--- src/rtl/xar_pkg.sv ---
// Shared constants and types for the analog control read-back block
package xar_pkg;
    localparam int XAR_VOD_W = 3;
    localparam int XAR_PRE_W = 5;
    localparam int XAR_EQ_W = 4;
    localparam int XAR_DCG_W = 2;
    localparam int XAR_NUM_CH = 4;
    localparam int XAR_ADDR_W = 2;
    // DC gain codes
    localparam logic [1:0] XAR_DCG_0DB = 2'h0;
    localparam logic [1:0] XAR_DCG_3DB = 2'h1;
    localparam logic [1:0] XAR_DCG_6DB = 2'h2;
    localparam logic [1:0] XAR_DCG_BAD = 2'h3;
    // Reset values of the held settings
    localparam logic [2:0] XAR_VOD_RST = 3'h0;
    localparam logic [4:0] XAR_PRE_RST = 5'h00;
    localparam logic [3:0] XAR_EQ_RST = 4'h0;
    localparam logic [1:0] XAR_DCG_RST = 2'h0;

    typedef struct packed {
        logic [XAR_VOD_W-1:0] vod;
        logic [XAR_PRE_W-1:0] pre;
        logic [XAR_EQ_W-1:0] eq;
        logic [XAR_DCG_W-1:0] dcg;
    } xar_set_type;

    localparam xar_set_type XAR_SET_RST = '{vod: XAR_VOD_RST, pre: XAR_PRE_RST, eq: XAR_EQ_RST, dcg: XAR_DCG_RST};

    function automatic logic xar_dcg_legal(input logic [XAR_DCG_W-1:0] code);
        xar_dcg_legal = (code != XAR_DCG_BAD);
    endfunction : xar_dcg_legal
endpackage : xar_pkg

--- src/rtl/xar_store_if.sv ---
// Carrier between the controller and its per-channel setting store
`timescale 1ns/1ps
interface xar_store_if #(parameter int NUM_CH = 4);
    import xar_pkg::*;
    logic [NUM_CH-1:0] wr_mask;
    xar_set_type wr_data [NUM_CH];
    xar_set_type cur [NUM_CH];
    modport ctrl (output wr_mask, output wr_data, input cur);
    modport store (input wr_mask, input wr_data, output cur);
endinterface : xar_store_if

--- src/rtl/xar_setting_store.sv ---
// Per-channel held analog settings
`timescale 1ns/1ps
module xar_setting_store #(
    parameter int NUM_CH = 4
) (
    input wire logic ref_clk, // 20 MHz clock
    input wire logic rstn, // Async reset, active low
    xar_store_if.store st // Write side and contents
);
    import xar_pkg::*;

    xar_set_type bank [NUM_CH];

    always_ff @(posedge ref_clk or negedge rstn) begin
        if (!rstn) begin
            for (int c = 0; c < NUM_CH; c++) begin
                bank[c] <= XAR_SET_RST;
            end
        end else begin
            for (int c = 0; c < NUM_CH; c++) begin
                if (st.wr_mask[c]) begin
                    bank[c] <= st.wr_data[c];
                end
            end
        end
    end

    always_comb begin
        for (int c = 0; c < NUM_CH; c++) begin
            st.cur[c] = bank[c];
        end
    end
endmodule : xar_setting_store

--- src/rtl/xar_analog_ctrl.sv ---
// Analog control write path and per-channel read-back outputs
// Function
// - DC gain codes 0,1,2 mean 0,3,6 dB; code 3 is illegal.
// - DC gain input is 2 bits in shared or common mode, else 2 bits per channel.
// - Swing read-back shows the last stored swing of the selected channel.
// - Pre-emphasis read-back shows the value last written to the selected channel.
// - Equalizer read-back returns the current channel equalization setting.
// - DC gain read-back returns the current gain in the same encoding.
// - Read-back widths follow channel count and shared or common mode.
`timescale 1ns/1ps
module xar_analog_ctrl #(
    parameter int NUM_CH = xar_pkg::XAR_NUM_CH,
    parameter int ADDR_W = xar_pkg::XAR_ADDR_W,
    parameter bit SHARED_ADDR = 1'b0,
    parameter bit COMMON_CTRL = 1'b0,
    localparam int LANES = (SHARED_ADDR || COMMON_CTRL) ? 1 : NUM_CH
) (
    input wire logic ref_clk, // 20 MHz clock
    input wire logic rstn, // Async reset, active low
    input wire logic wr_strobe, // Write the presented settings
    input wire logic rd_strobe, // Read-back request (shared address mode)
    input wire logic [ADDR_W-1:0] logical_channel_address, // Addressed channel
    input wire logic [xar_pkg::XAR_VOD_W*LANES-1:0] tx_vodctrl, // Output swing write
    input wire logic [xar_pkg::XAR_PRE_W*LANES-1:0] tx_preemp, // Pre-emphasis write
    input wire logic [xar_pkg::XAR_EQ_W*LANES-1:0] rx_eqctrl, // Equalizer write
    input wire logic [xar_pkg::XAR_DCG_W*LANES-1:0] rx_eqdcgain, // DC gain write
    output logic [xar_pkg::XAR_VOD_W*LANES-1:0] tx_vodctrl_out, // Output swing read-back
    output logic [xar_pkg::XAR_PRE_W*LANES-1:0] tx_preemp_out, // Pre-emphasis read-back
    output logic [xar_pkg::XAR_EQ_W*LANES-1:0] rx_eqctrl_out, // Equalizer read-back
    output logic [xar_pkg::XAR_DCG_W*LANES-1:0] rx_eqdcgain_out, // DC gain read-back
    output logic readback_valid // One-cycle pulse after a shared read
);
    import xar_pkg::*;

    xar_store_if #(.NUM_CH(NUM_CH)) st ();

    xar_setting_store #(.NUM_CH(NUM_CH)) u_store (
        .ref_clk(ref_clk),
        .rstn(rstn),
        .st(st.store)
    );

    function automatic xar_set_type lane_of(input int l, input logic [XAR_VOD_W*LANES-1:0] v,
                                            input logic [XAR_PRE_W*LANES-1:0] p,
                                            input logic [XAR_EQ_W*LANES-1:0] e,
                                            input logic [XAR_DCG_W*LANES-1:0] d);
        xar_set_type s;
        s.vod = v[l*XAR_VOD_W +: XAR_VOD_W];
        s.pre = p[l*XAR_PRE_W +: XAR_PRE_W];
        s.eq = e[l*XAR_EQ_W +: XAR_EQ_W];
        s.dcg = d[l*XAR_DCG_W +: XAR_DCG_W];
        lane_of = s;
    endfunction : lane_of

    function automatic logic addr_hits(input logic [ADDR_W-1:0] a, input int c);
        addr_hits = (int'(a) == c);
    endfunction : addr_hits

    ////////////////////////////////////////////////////////////////////////////
    // Write path
    // Illegal gain keeps the old code; nothing tells the user it was dropped
    // channel lane selection
    always_comb begin
        for (int c = 0; c < NUM_CH; c++) begin
            xar_set_type w;
            w = lane_of((SHARED_ADDR || COMMON_CTRL) ? 0 : c, tx_vodctrl, tx_preemp, rx_eqctrl, rx_eqdcgain);
            if (!xar_dcg_legal(w.dcg)) begin
                w.dcg = st.cur[c].dcg;
            end
            st.wr_data[c] = w;
            st.wr_mask[c] = wr_strobe && (!SHARED_ADDR || addr_hits(logical_channel_address, c));
        end
    end

    ////////////////////////////////////////////////////////////////////////////
    // Read-back
    // Out-of-range address reads channel 0 rather than X
    xar_set_type rd_pick;
    always_comb begin
        rd_pick = st.cur[0];
        for (int c = 0; c < NUM_CH; c++) begin
            if (addr_hits(logical_channel_address, c)) begin
                rd_pick = st.cur[c];
            end
        end
    end

    // lane-sized outputs
    // Shared mode holds its last read until the next read strobe
    // held swing shown
    always_ff @(posedge ref_clk or negedge rstn) begin
        if (!rstn) begin
            tx_vodctrl_out <= {LANES{XAR_VOD_RST}};
        end else if (SHARED_ADDR) begin
            if (rd_strobe) begin
                tx_vodctrl_out[XAR_VOD_W-1:0] <= rd_pick.vod;
            end
        end else begin
            for (int l = 0; l < LANES; l++) begin
                tx_vodctrl_out[l*XAR_VOD_W +: XAR_VOD_W] <= st.cur[l].vod;
            end
        end
    end

    always_ff @(posedge ref_clk or negedge rstn) begin
        if (!rstn) begin
            tx_preemp_out <= {LANES{XAR_PRE_RST}};
        end else if (SHARED_ADDR) begin
            if (rd_strobe) begin
                tx_preemp_out[XAR_PRE_W-1:0] <= rd_pick.pre;
            end
        end else begin
            for (int l = 0; l < LANES; l++) begin
                tx_preemp_out[l*XAR_PRE_W +: XAR_PRE_W] <= st.cur[l].pre;
            end
        end
    end

    always_ff @(posedge ref_clk or negedge rstn) begin
        if (!rstn) begin
            rx_eqctrl_out <= {LANES{XAR_EQ_RST}};
        end else if (SHARED_ADDR) begin
            if (rd_strobe) begin
                rx_eqctrl_out[XAR_EQ_W-1:0] <= rd_pick.eq;
            end
        end else begin
            for (int l = 0; l < LANES; l++) begin
                rx_eqctrl_out[l*XAR_EQ_W +: XAR_EQ_W] <= st.cur[l].eq;
            end
        end
    end

    always_ff @(posedge ref_clk or negedge rstn) begin
        if (!rstn) begin
            rx_eqdcgain_out <= {LANES{XAR_DCG_RST}};
        end else if (SHARED_ADDR) begin
            if (rd_strobe) begin
                rx_eqdcgain_out[XAR_DCG_W-1:0] <= rd_pick.dcg;
            end
        end else begin
            for (int l = 0; l < LANES; l++) begin
                rx_eqdcgain_out[l*XAR_DCG_W +: XAR_DCG_W] <= st.cur[l].dcg;
            end
        end
    end

    always_ff @(posedge ref_clk or negedge rstn) begin
        if (!rstn) begin
            readback_valid <= 1'b0;
        end else begin
            readback_valid <= SHARED_ADDR && rd_strobe;
        end
    end

    ////////////////////////////////////////////////////////////////////////////
    // Checks
    // Lane 0 write checks hold in every mode; top-lane checks reach channel LANES-1, the far one only with per-channel lanes
    logic ch0_sel;
    assign ch0_sel = !SHARED_ADDR || addr_hits(logical_channel_address, 0);

    AST_DCG_BAD_KEPT: assert property (@(posedge ref_clk) disable iff (!rstn)
        (wr_strobe && ch0_sel && rx_eqdcgain[XAR_DCG_W-1:0] == XAR_DCG_BAD) |=> $stable(st.cur[0].dcg))
        else $error("illegal DC gain code was stored");
    AST_DCG_GOOD_TAKEN: assert property (@(posedge ref_clk) disable iff (!rstn)
        (wr_strobe && ch0_sel && rx_eqdcgain[XAR_DCG_W-1:0] != XAR_DCG_BAD)
        |=> st.cur[0].dcg == $past(rx_eqdcgain[XAR_DCG_W-1:0]))
        else $error("legal DC gain code not stored");
    AST_LANE_TOP_WRITE: assert property (@(posedge ref_clk) disable iff (!rstn)
        (wr_strobe && !SHARED_ADDR && xar_dcg_legal(rx_eqdcgain[(LANES-1)*XAR_DCG_W +: XAR_DCG_W]))
        |=> st.cur[LANES-1].dcg == $past(rx_eqdcgain[(LANES-1)*XAR_DCG_W +: XAR_DCG_W]))
        else $error("top gain lane not stored in its channel");
    AST_COMMON_SAME: assert property (@(posedge ref_clk) disable iff (!rstn)
        (wr_strobe && COMMON_CTRL && !SHARED_ADDR) |=> st.cur[NUM_CH-1].vod == $past(tx_vodctrl[XAR_VOD_W-1:0]))
        else $error("common control did not reach every channel");

    AST_VOD_FOLLOWS: assert property (@(posedge ref_clk) disable iff (!rstn)
        (!SHARED_ADDR && wr_strobe) ##1 !wr_strobe |=> tx_vodctrl_out[XAR_VOD_W-1:0] == $past(tx_vodctrl[XAR_VOD_W-1:0], 2))
        else $error("swing read-back does not show last write");
    AST_PRE_FOLLOWS: assert property (@(posedge ref_clk) disable iff (!rstn)
        (!SHARED_ADDR && wr_strobe) |=> ##1 tx_preemp_out[XAR_PRE_W-1:0] == $past(tx_preemp[XAR_PRE_W-1:0], 2))
        else $error("pre-emphasis read-back does not show last write");
    AST_EQ_CURRENT: assert property (@(posedge ref_clk) disable iff (!rstn)
        !SHARED_ADDR |=> rx_eqctrl_out[XAR_EQ_W-1:0] == $past(st.cur[0].eq))
        else $error("equalizer read-back stale");
    AST_DCG_CURRENT: assert property (@(posedge ref_clk) disable iff (!rstn)
        !SHARED_ADDR |=> rx_eqdcgain_out[XAR_DCG_W-1:0] == $past(st.cur[0].dcg))
        else $error("DC gain read-back stale");
    AST_LANE_TOP_OUT: assert property (@(posedge ref_clk) disable iff (!rstn)
        !SHARED_ADDR |=> rx_eqctrl_out[(LANES-1)*XAR_EQ_W +: XAR_EQ_W] == $past(st.cur[LANES-1].eq))
        else $error("top equalizer lane read-back stale");
    AST_DCG_OUT_LEGAL: assert property (@(posedge ref_clk) disable iff (!rstn)
        xar_dcg_legal(rx_eqdcgain_out[XAR_DCG_W-1:0]))
        else $error("gain read-back shows the illegal code");

    AST_SHARED_READ: assert property (@(posedge ref_clk) disable iff (!rstn)
        (SHARED_ADDR && rd_strobe) |=> readback_valid && rx_eqctrl_out[XAR_EQ_W-1:0] == $past(rd_pick.eq)
        && tx_vodctrl_out[XAR_VOD_W-1:0] == $past(rd_pick.vod))
        else $error("shared read-back not from addressed channel");
    AST_SHARED_HOLD: assert property (@(posedge ref_clk) disable iff (!rstn)
        (SHARED_ADDR && !rd_strobe) |=> $stable(tx_preemp_out) && !readback_valid)
        else $error("shared read-back changed without a read");
    AST_SHARED_OTHER_KEPT: assert property (@(posedge ref_clk) disable iff (!rstn)
        (SHARED_ADDR && wr_strobe && !addr_hits(logical_channel_address, 0)) |=> $stable(st.cur[0]))
        else $error("shared write disturbed an unaddressed channel");
    AST_SHARED_DCG_READ: assert property (@(posedge ref_clk) disable iff (!rstn)
        (SHARED_ADDR && rd_strobe) |=> rx_eqdcgain_out[XAR_DCG_W-1:0] == $past(rd_pick.dcg))
        else $error("shared gain read-back not from addressed channel");
    AST_VALID_AFTER_READ: assert property (@(posedge ref_clk) disable iff (!rstn)
        readback_valid |-> SHARED_ADDR && $past(rd_strobe))
        else $error("read-back valid without a preceding read");
    AST_VALID_NONSHARED: assert property (@(posedge ref_clk) disable iff (!rstn)
        !SHARED_ADDR |-> !readback_valid)
        else $error("read-back valid pulsed outside shared mode");

    COV_WRITE: cover property (@(posedge ref_clk) disable iff (!rstn) wr_strobe ##2 1'b1);
    COV_BAD_GAIN: cover property (@(posedge ref_clk) disable iff (!rstn)
        wr_strobe && rx_eqdcgain[XAR_DCG_W-1:0] == XAR_DCG_BAD);
    COV_READ: cover property (@(posedge ref_clk) disable iff (!rstn) wr_strobe ##[1:4] rd_strobe);
    COV_SHARED_VALID: cover property (@(posedge ref_clk) disable iff (!rstn) readback_valid);
    COV_BACK_TO_BACK: cover property (@(posedge ref_clk) disable iff (!rstn) wr_strobe ##1 wr_strobe);
endmodule : xar_analog_ctrl

--- config.mk ---
export PLATFORM = sky130hd
export DESIGN_NAME = xar_analog_ctrl
export DESIGN_NICKNAME = d
export VERILOG_FILES = /design/src/rtl/xar_pkg.sv /design/src/rtl/xar_store_if.sv /design/src/rtl/xar_setting_store.sv /design/src/rtl/xar_analog_ctrl.sv
export SDC_FILE = /design/constraint.sdc
export NUM_CORES = 1
export LEC_CHECK = 0
export ABC_AREA = 1
export BUFFER_PORTS_ARGS = -buffer_cell sky130_fd_sc_hd__buf_2
export CAP_MARGIN = 20
export CELL_PAD_IN_SITES_DETAIL_PLACEMENT = 2
export CELL_PAD_IN_SITES_GLOBAL_PLACEMENT = 2
export CORE_MARGIN = 2
export CORE_UTILIZATION = 28
export DETAILED_ROUTE_END_ITERATION = 10
export PLACE_DENSITY_LB_ADDON = 0.12
export SYNTH_ARGS = -nofsm -noshare
export SYNTH_HDL_FRONTEND = slang
export SYNTH_SLANG_ARGS = --single-unit
--- constraint.sdc ---
create_clock -name ref_clk -period 0.8 [get_ports ref_clk]
set_clock_uncertainty 0.05 [all_clocks]
set_input_delay 0.12 -clock ref_clk [delete_from_list [all_inputs] [get_ports ref_clk]]
set_output_delay 0.12 -clock ref_clk [all_outputs]
set_load 0.005 [all_outputs]
### Word-level counts from Yosys, hierarchy flattened

Cells that the tools add are included.

* bits in registers: 112
* bits of input ports: 62
* output and inout port bits: 57
* word-level logic and storage cells: 28

* equality and inequality tests: 4
* reductions and logical operators: 4

Operators with widths (count)
* != test 2 bit, second input constant: 4
* AND reduction 2 bit: 4

### Longest topological paths before layout

* depth in word-level cells: 2
* gate-level depth with buffers: 6
* depth with buffers taken out: 4

### By module

Synthesis repeated with hierarchy kept, for this count alone.

* cell total of the unflattened synthesis: 326
* area, all modules: 3664.8 sq um

Modules (own cells, without submodules)
* xar_setting_store: instances 1, cells an instance 236, area an instance 2122.0 sq um, seq. area each 1401.3 sq um
* xar_analog_ctrl: instances 1, cells an instance 90, area an instance 1542.7 sq um, seq. area each 1401.3 sq um

### Least setup slack after synthesis

No wires, ideal clock.

* path type: input port to flip-flop
* from: in wr_strobe
* to: reg u_store.bank, in the netlist u_store.st.cur[11]
* arrival time: 0.621 ns
* slack: 0.012 ns
* cell stages on the path: 6
* cell sequence: buf_2 -> inv_2 -> buf_6 -> buf_6 -> nand2_1 -> nand2_1

RTL lines
* start, declared: line xar_analog_ctrl.sv:20 `input wire logic wr_strobe,`
* end signal, assigned by index: line xar_setting_store.sv:22 `bank[c] <= st.wr_data[c];`
* end, declared: line xar_setting_store.sv:12 `xar_set_type bank [NUM_CH];`

### Worst setup path in the final report

* from: reg tx_vodctrl_out[3] (netlist bit)
* to: out tx_vodctrl_out[3] (netlist bit)

RTL lines
* start, declared: line xar_analog_ctrl.sv:27 `output logic [xar_pkg::XAR_VOD_W*LANES-1:0] tx_vodctrl_out,`
* start signal, assigned: line xar_analog_ctrl.sv:93 `tx_vodctrl_out <= {LANES{XAR_VOD_RST}};`
* start signal, assigned by index: line xar_analog_ctrl.sv:96 `tx_vodctrl_out[XAR_VOD_W-1:0] <= rd_pick.vod;`
* start signal, assigned by index: line xar_analog_ctrl.sv:100 `tx_vodctrl_out[l*XAR_VOD_W +: XAR_VOD_W] <= st.cur[l].vod;`

No word-level cell between the ends.

==> summary.md <==
| Metric | Value |
|---|---|
| Number of H-tree levels | 3 |
| Worst-path fanout max | 1 |
| Crit-path max cell delay | 380 ps |
| Site Rows | 41 |
| Initial antenna violation count | 0 |
| Clock buffer count from CTS | 9 |
| Final nets | 543 |
| Clk sink count | 112 |
| CP Cell Sequence | buf_2 |
| Crit end category | output pin |
| Clk buf depth | 2 |
| Part of the Yosys area used for sequential elements | 78.6% |
| Setup CP Type | flip-flop to output pin |
| DP HPWL | 5710 µm |
| Worst EP arrival | 860 ps |
| Post-CTS Repair Setup Buffers | 0 |
| Post-Layout Cell Count | 658 |
| Synthesized area | 0.00357 mm² |
| Worst min-delay path class | input pin to flip-flop |
| Initial Util | 28.5% |
| # IOs | 119 |
| Most frequent cells in the layout | nand2_1 (168), buf_2 (112), dfrtp_1 (112), dlygate4sd3_1 (57), clkbuf_16 (9) |
| First-pass detailed-route iteration total | 3 |
| Flops & latches, synth | 112 |
| Synth Net Count | 365 |
| Final ANT Viol Nets | 0 |
| DR WL/cell | 13.7 µm |
| CP Launch Type | flip-flop |
| Hold slack | 40.1 ps |
| Failing checks | setup timing |
| Netlist cell types | 8 |
| Hold Vio Cnt, Final | 0 |
| Overall Global Routing Usage | 14.3% |
| Setup Viol. Count Final | 56 |
| DRC | 0 |
| Critical Path Slowest Stage Cell | dfrtp_1 |
| Largest net degree at the start of global routing | 44 |
| Leakage | 2.81 nW |
| DR vias | 2692 |
| Ys Warns | 0 |
| Area Overhead vs Synth | 48.4% |
| Place WS | -103 ps |
| Worst-Skew Late Latency | 350 ps |
| Final worst-path cycle share | 129% |
| Final setup margin | -230 ps |
| Final min period | 1030 ps |
| Clock Pin Slew Worst Setup and Hold Paths | 70 ps |
| Vias/cell | 4.09 |
| Drt first-iter violations | 79 |
| Dpl cells | 585 |
| CTS tree | built |
| Aggregate routed wire length | 8990 µm |
| Power density over cell area | 2330 mW/mm² |
| Overall die area | 0.0137 mm² |
| Status | complete, but fails checks |
| Grt total ovfl | 0 |
| Max-slew violations | 0 |
| Die span in y | 117 µm |
| Routability cong. | 0.690 |
| Fmax | 971 MHz |
| Avg Cell Area, Syn | 11.8 µm² |
| Root Buffer | clkbuf_16 |
| Die width | 117 µm |
| IO buf count | 114 |
| Final Util | 42.3% |
| Critical path buffers and inverters | 1 |
| Vias in the first global route | 2948 |
| First-pass GRT wire length | 14600 µm |
| Peak supply drop | 991 µV |
| Crit path max-delay family | flip-flops |
| Cells after synthesis | 303 |
| CORE AREA | 0.0125 mm² |
| Max Cap Viol | 0 |
| Layout cell share with drive strength beyond 1 | 28.6% |
| Diode count | 0 |
| Commonest non-fill, non-tap cell in the layout | nand2_1 |
| Worst path required time | 630 ps |
| RSZ-0062 raised after global routing | yes |
| Post-route setup TNS | -11350 ps |
-- timing repair --
item,CTS,global route
hold buffers,57,0
pin swaps,0,0
endpoints found under the setup margin,56,56
endpoints found under the hold margin,168,0
resized for setup,0,1
-- synthesized netlist by cell type --
library cell	number	share of area, %
inv_2	1	0.11
conb_1	1	0.11
buf_4	1	0.21
nand2_1	168	18
buf_2	9	1.3
dfrtp_1	112	79
buf_6	3	0.95
nand3_1	8	1.1
-- where the power goes --
part | internal, mW | leakage (nW) | switching [mW]
clock | 2.77 | 0.159 | 1.95
sequential | 6.18 | 1.37 | 0.204
combinational | 0.646 | 1.29 | 0.611
total | 9.59 | 2.81 | 2.77
-- cells by family (layout without fill, tap and decap cells) --
group | Yosys count | count (layout) | share of synthesized area (%)
buffers and inverters | 14 | 197 | 2.53
DFF | 112 | 112 | 78.6
other | 1 | 1 | 0.105
and+or+nand+nor | 176 | 176 | 18.8
-- area by class of cell --
class	count	area (µm²)
fillers	1330	7220
clock buffers	14	284
repair buffers	180	1280
multi-input cells	177	674
flip-flops and latches	112	2800
well taps	172	215
clock inverters	2	35.0
inverters	1	3.75
-- layer usage --
layer  global-route usage, %  part of all wire (%)  wire length (µm)  up-vias
met5                       0                     0                 0        -
met4                    6.35                   1.9               167        0
met3                    4.07                   5.8               522       13
met2                    23.9                    50              4490       73
met1                    17.3                    42              3810     1343
li1                        -                     -                 -     1263
-- state kept, by name (all words and copies together), names as in the netlist --
register,count
tx_vodctrl_out,12
rx_eqctrl_out,16
rx_eqdcgain_out,8
u_store.st.cur,56
tx_preemp_out,20
-- worst paths after layout --
path	depth (start not counted)	start	to	slack, ps
hold reg to reg	0	u_store.st.cur[31]	rx_eqctrl_out[5]	320
hold / removal	4	rx_eqdcgain[7]	u_store.st.cur[1]	40
setup reg to reg	2	u_store.st.cur[0]	u_store.st.cur[0]	130
max in group asynchronous	3	rstn	u_store.st.cur[31]	120
setup / recovery	1	tx_vodctrl_out[3]	tx_vodctrl_out[3]	-230
min in group asynchronous	2	rstn	tx_vodctrl_out[10]	110
-- through the flow --
stage / total power, mW / cell area [µm²]
2_1_floorplan: 6.83 / 3570
3_3_place_gp: 7.51 / 4400
3_5_place_dp: 7.57 / 4400
4_1_cts: 12.6 / 5290
5_1_grt: 13.0 / 5300
6_report: 12.4 / 5300
Power figures use the tool's default switching activity.
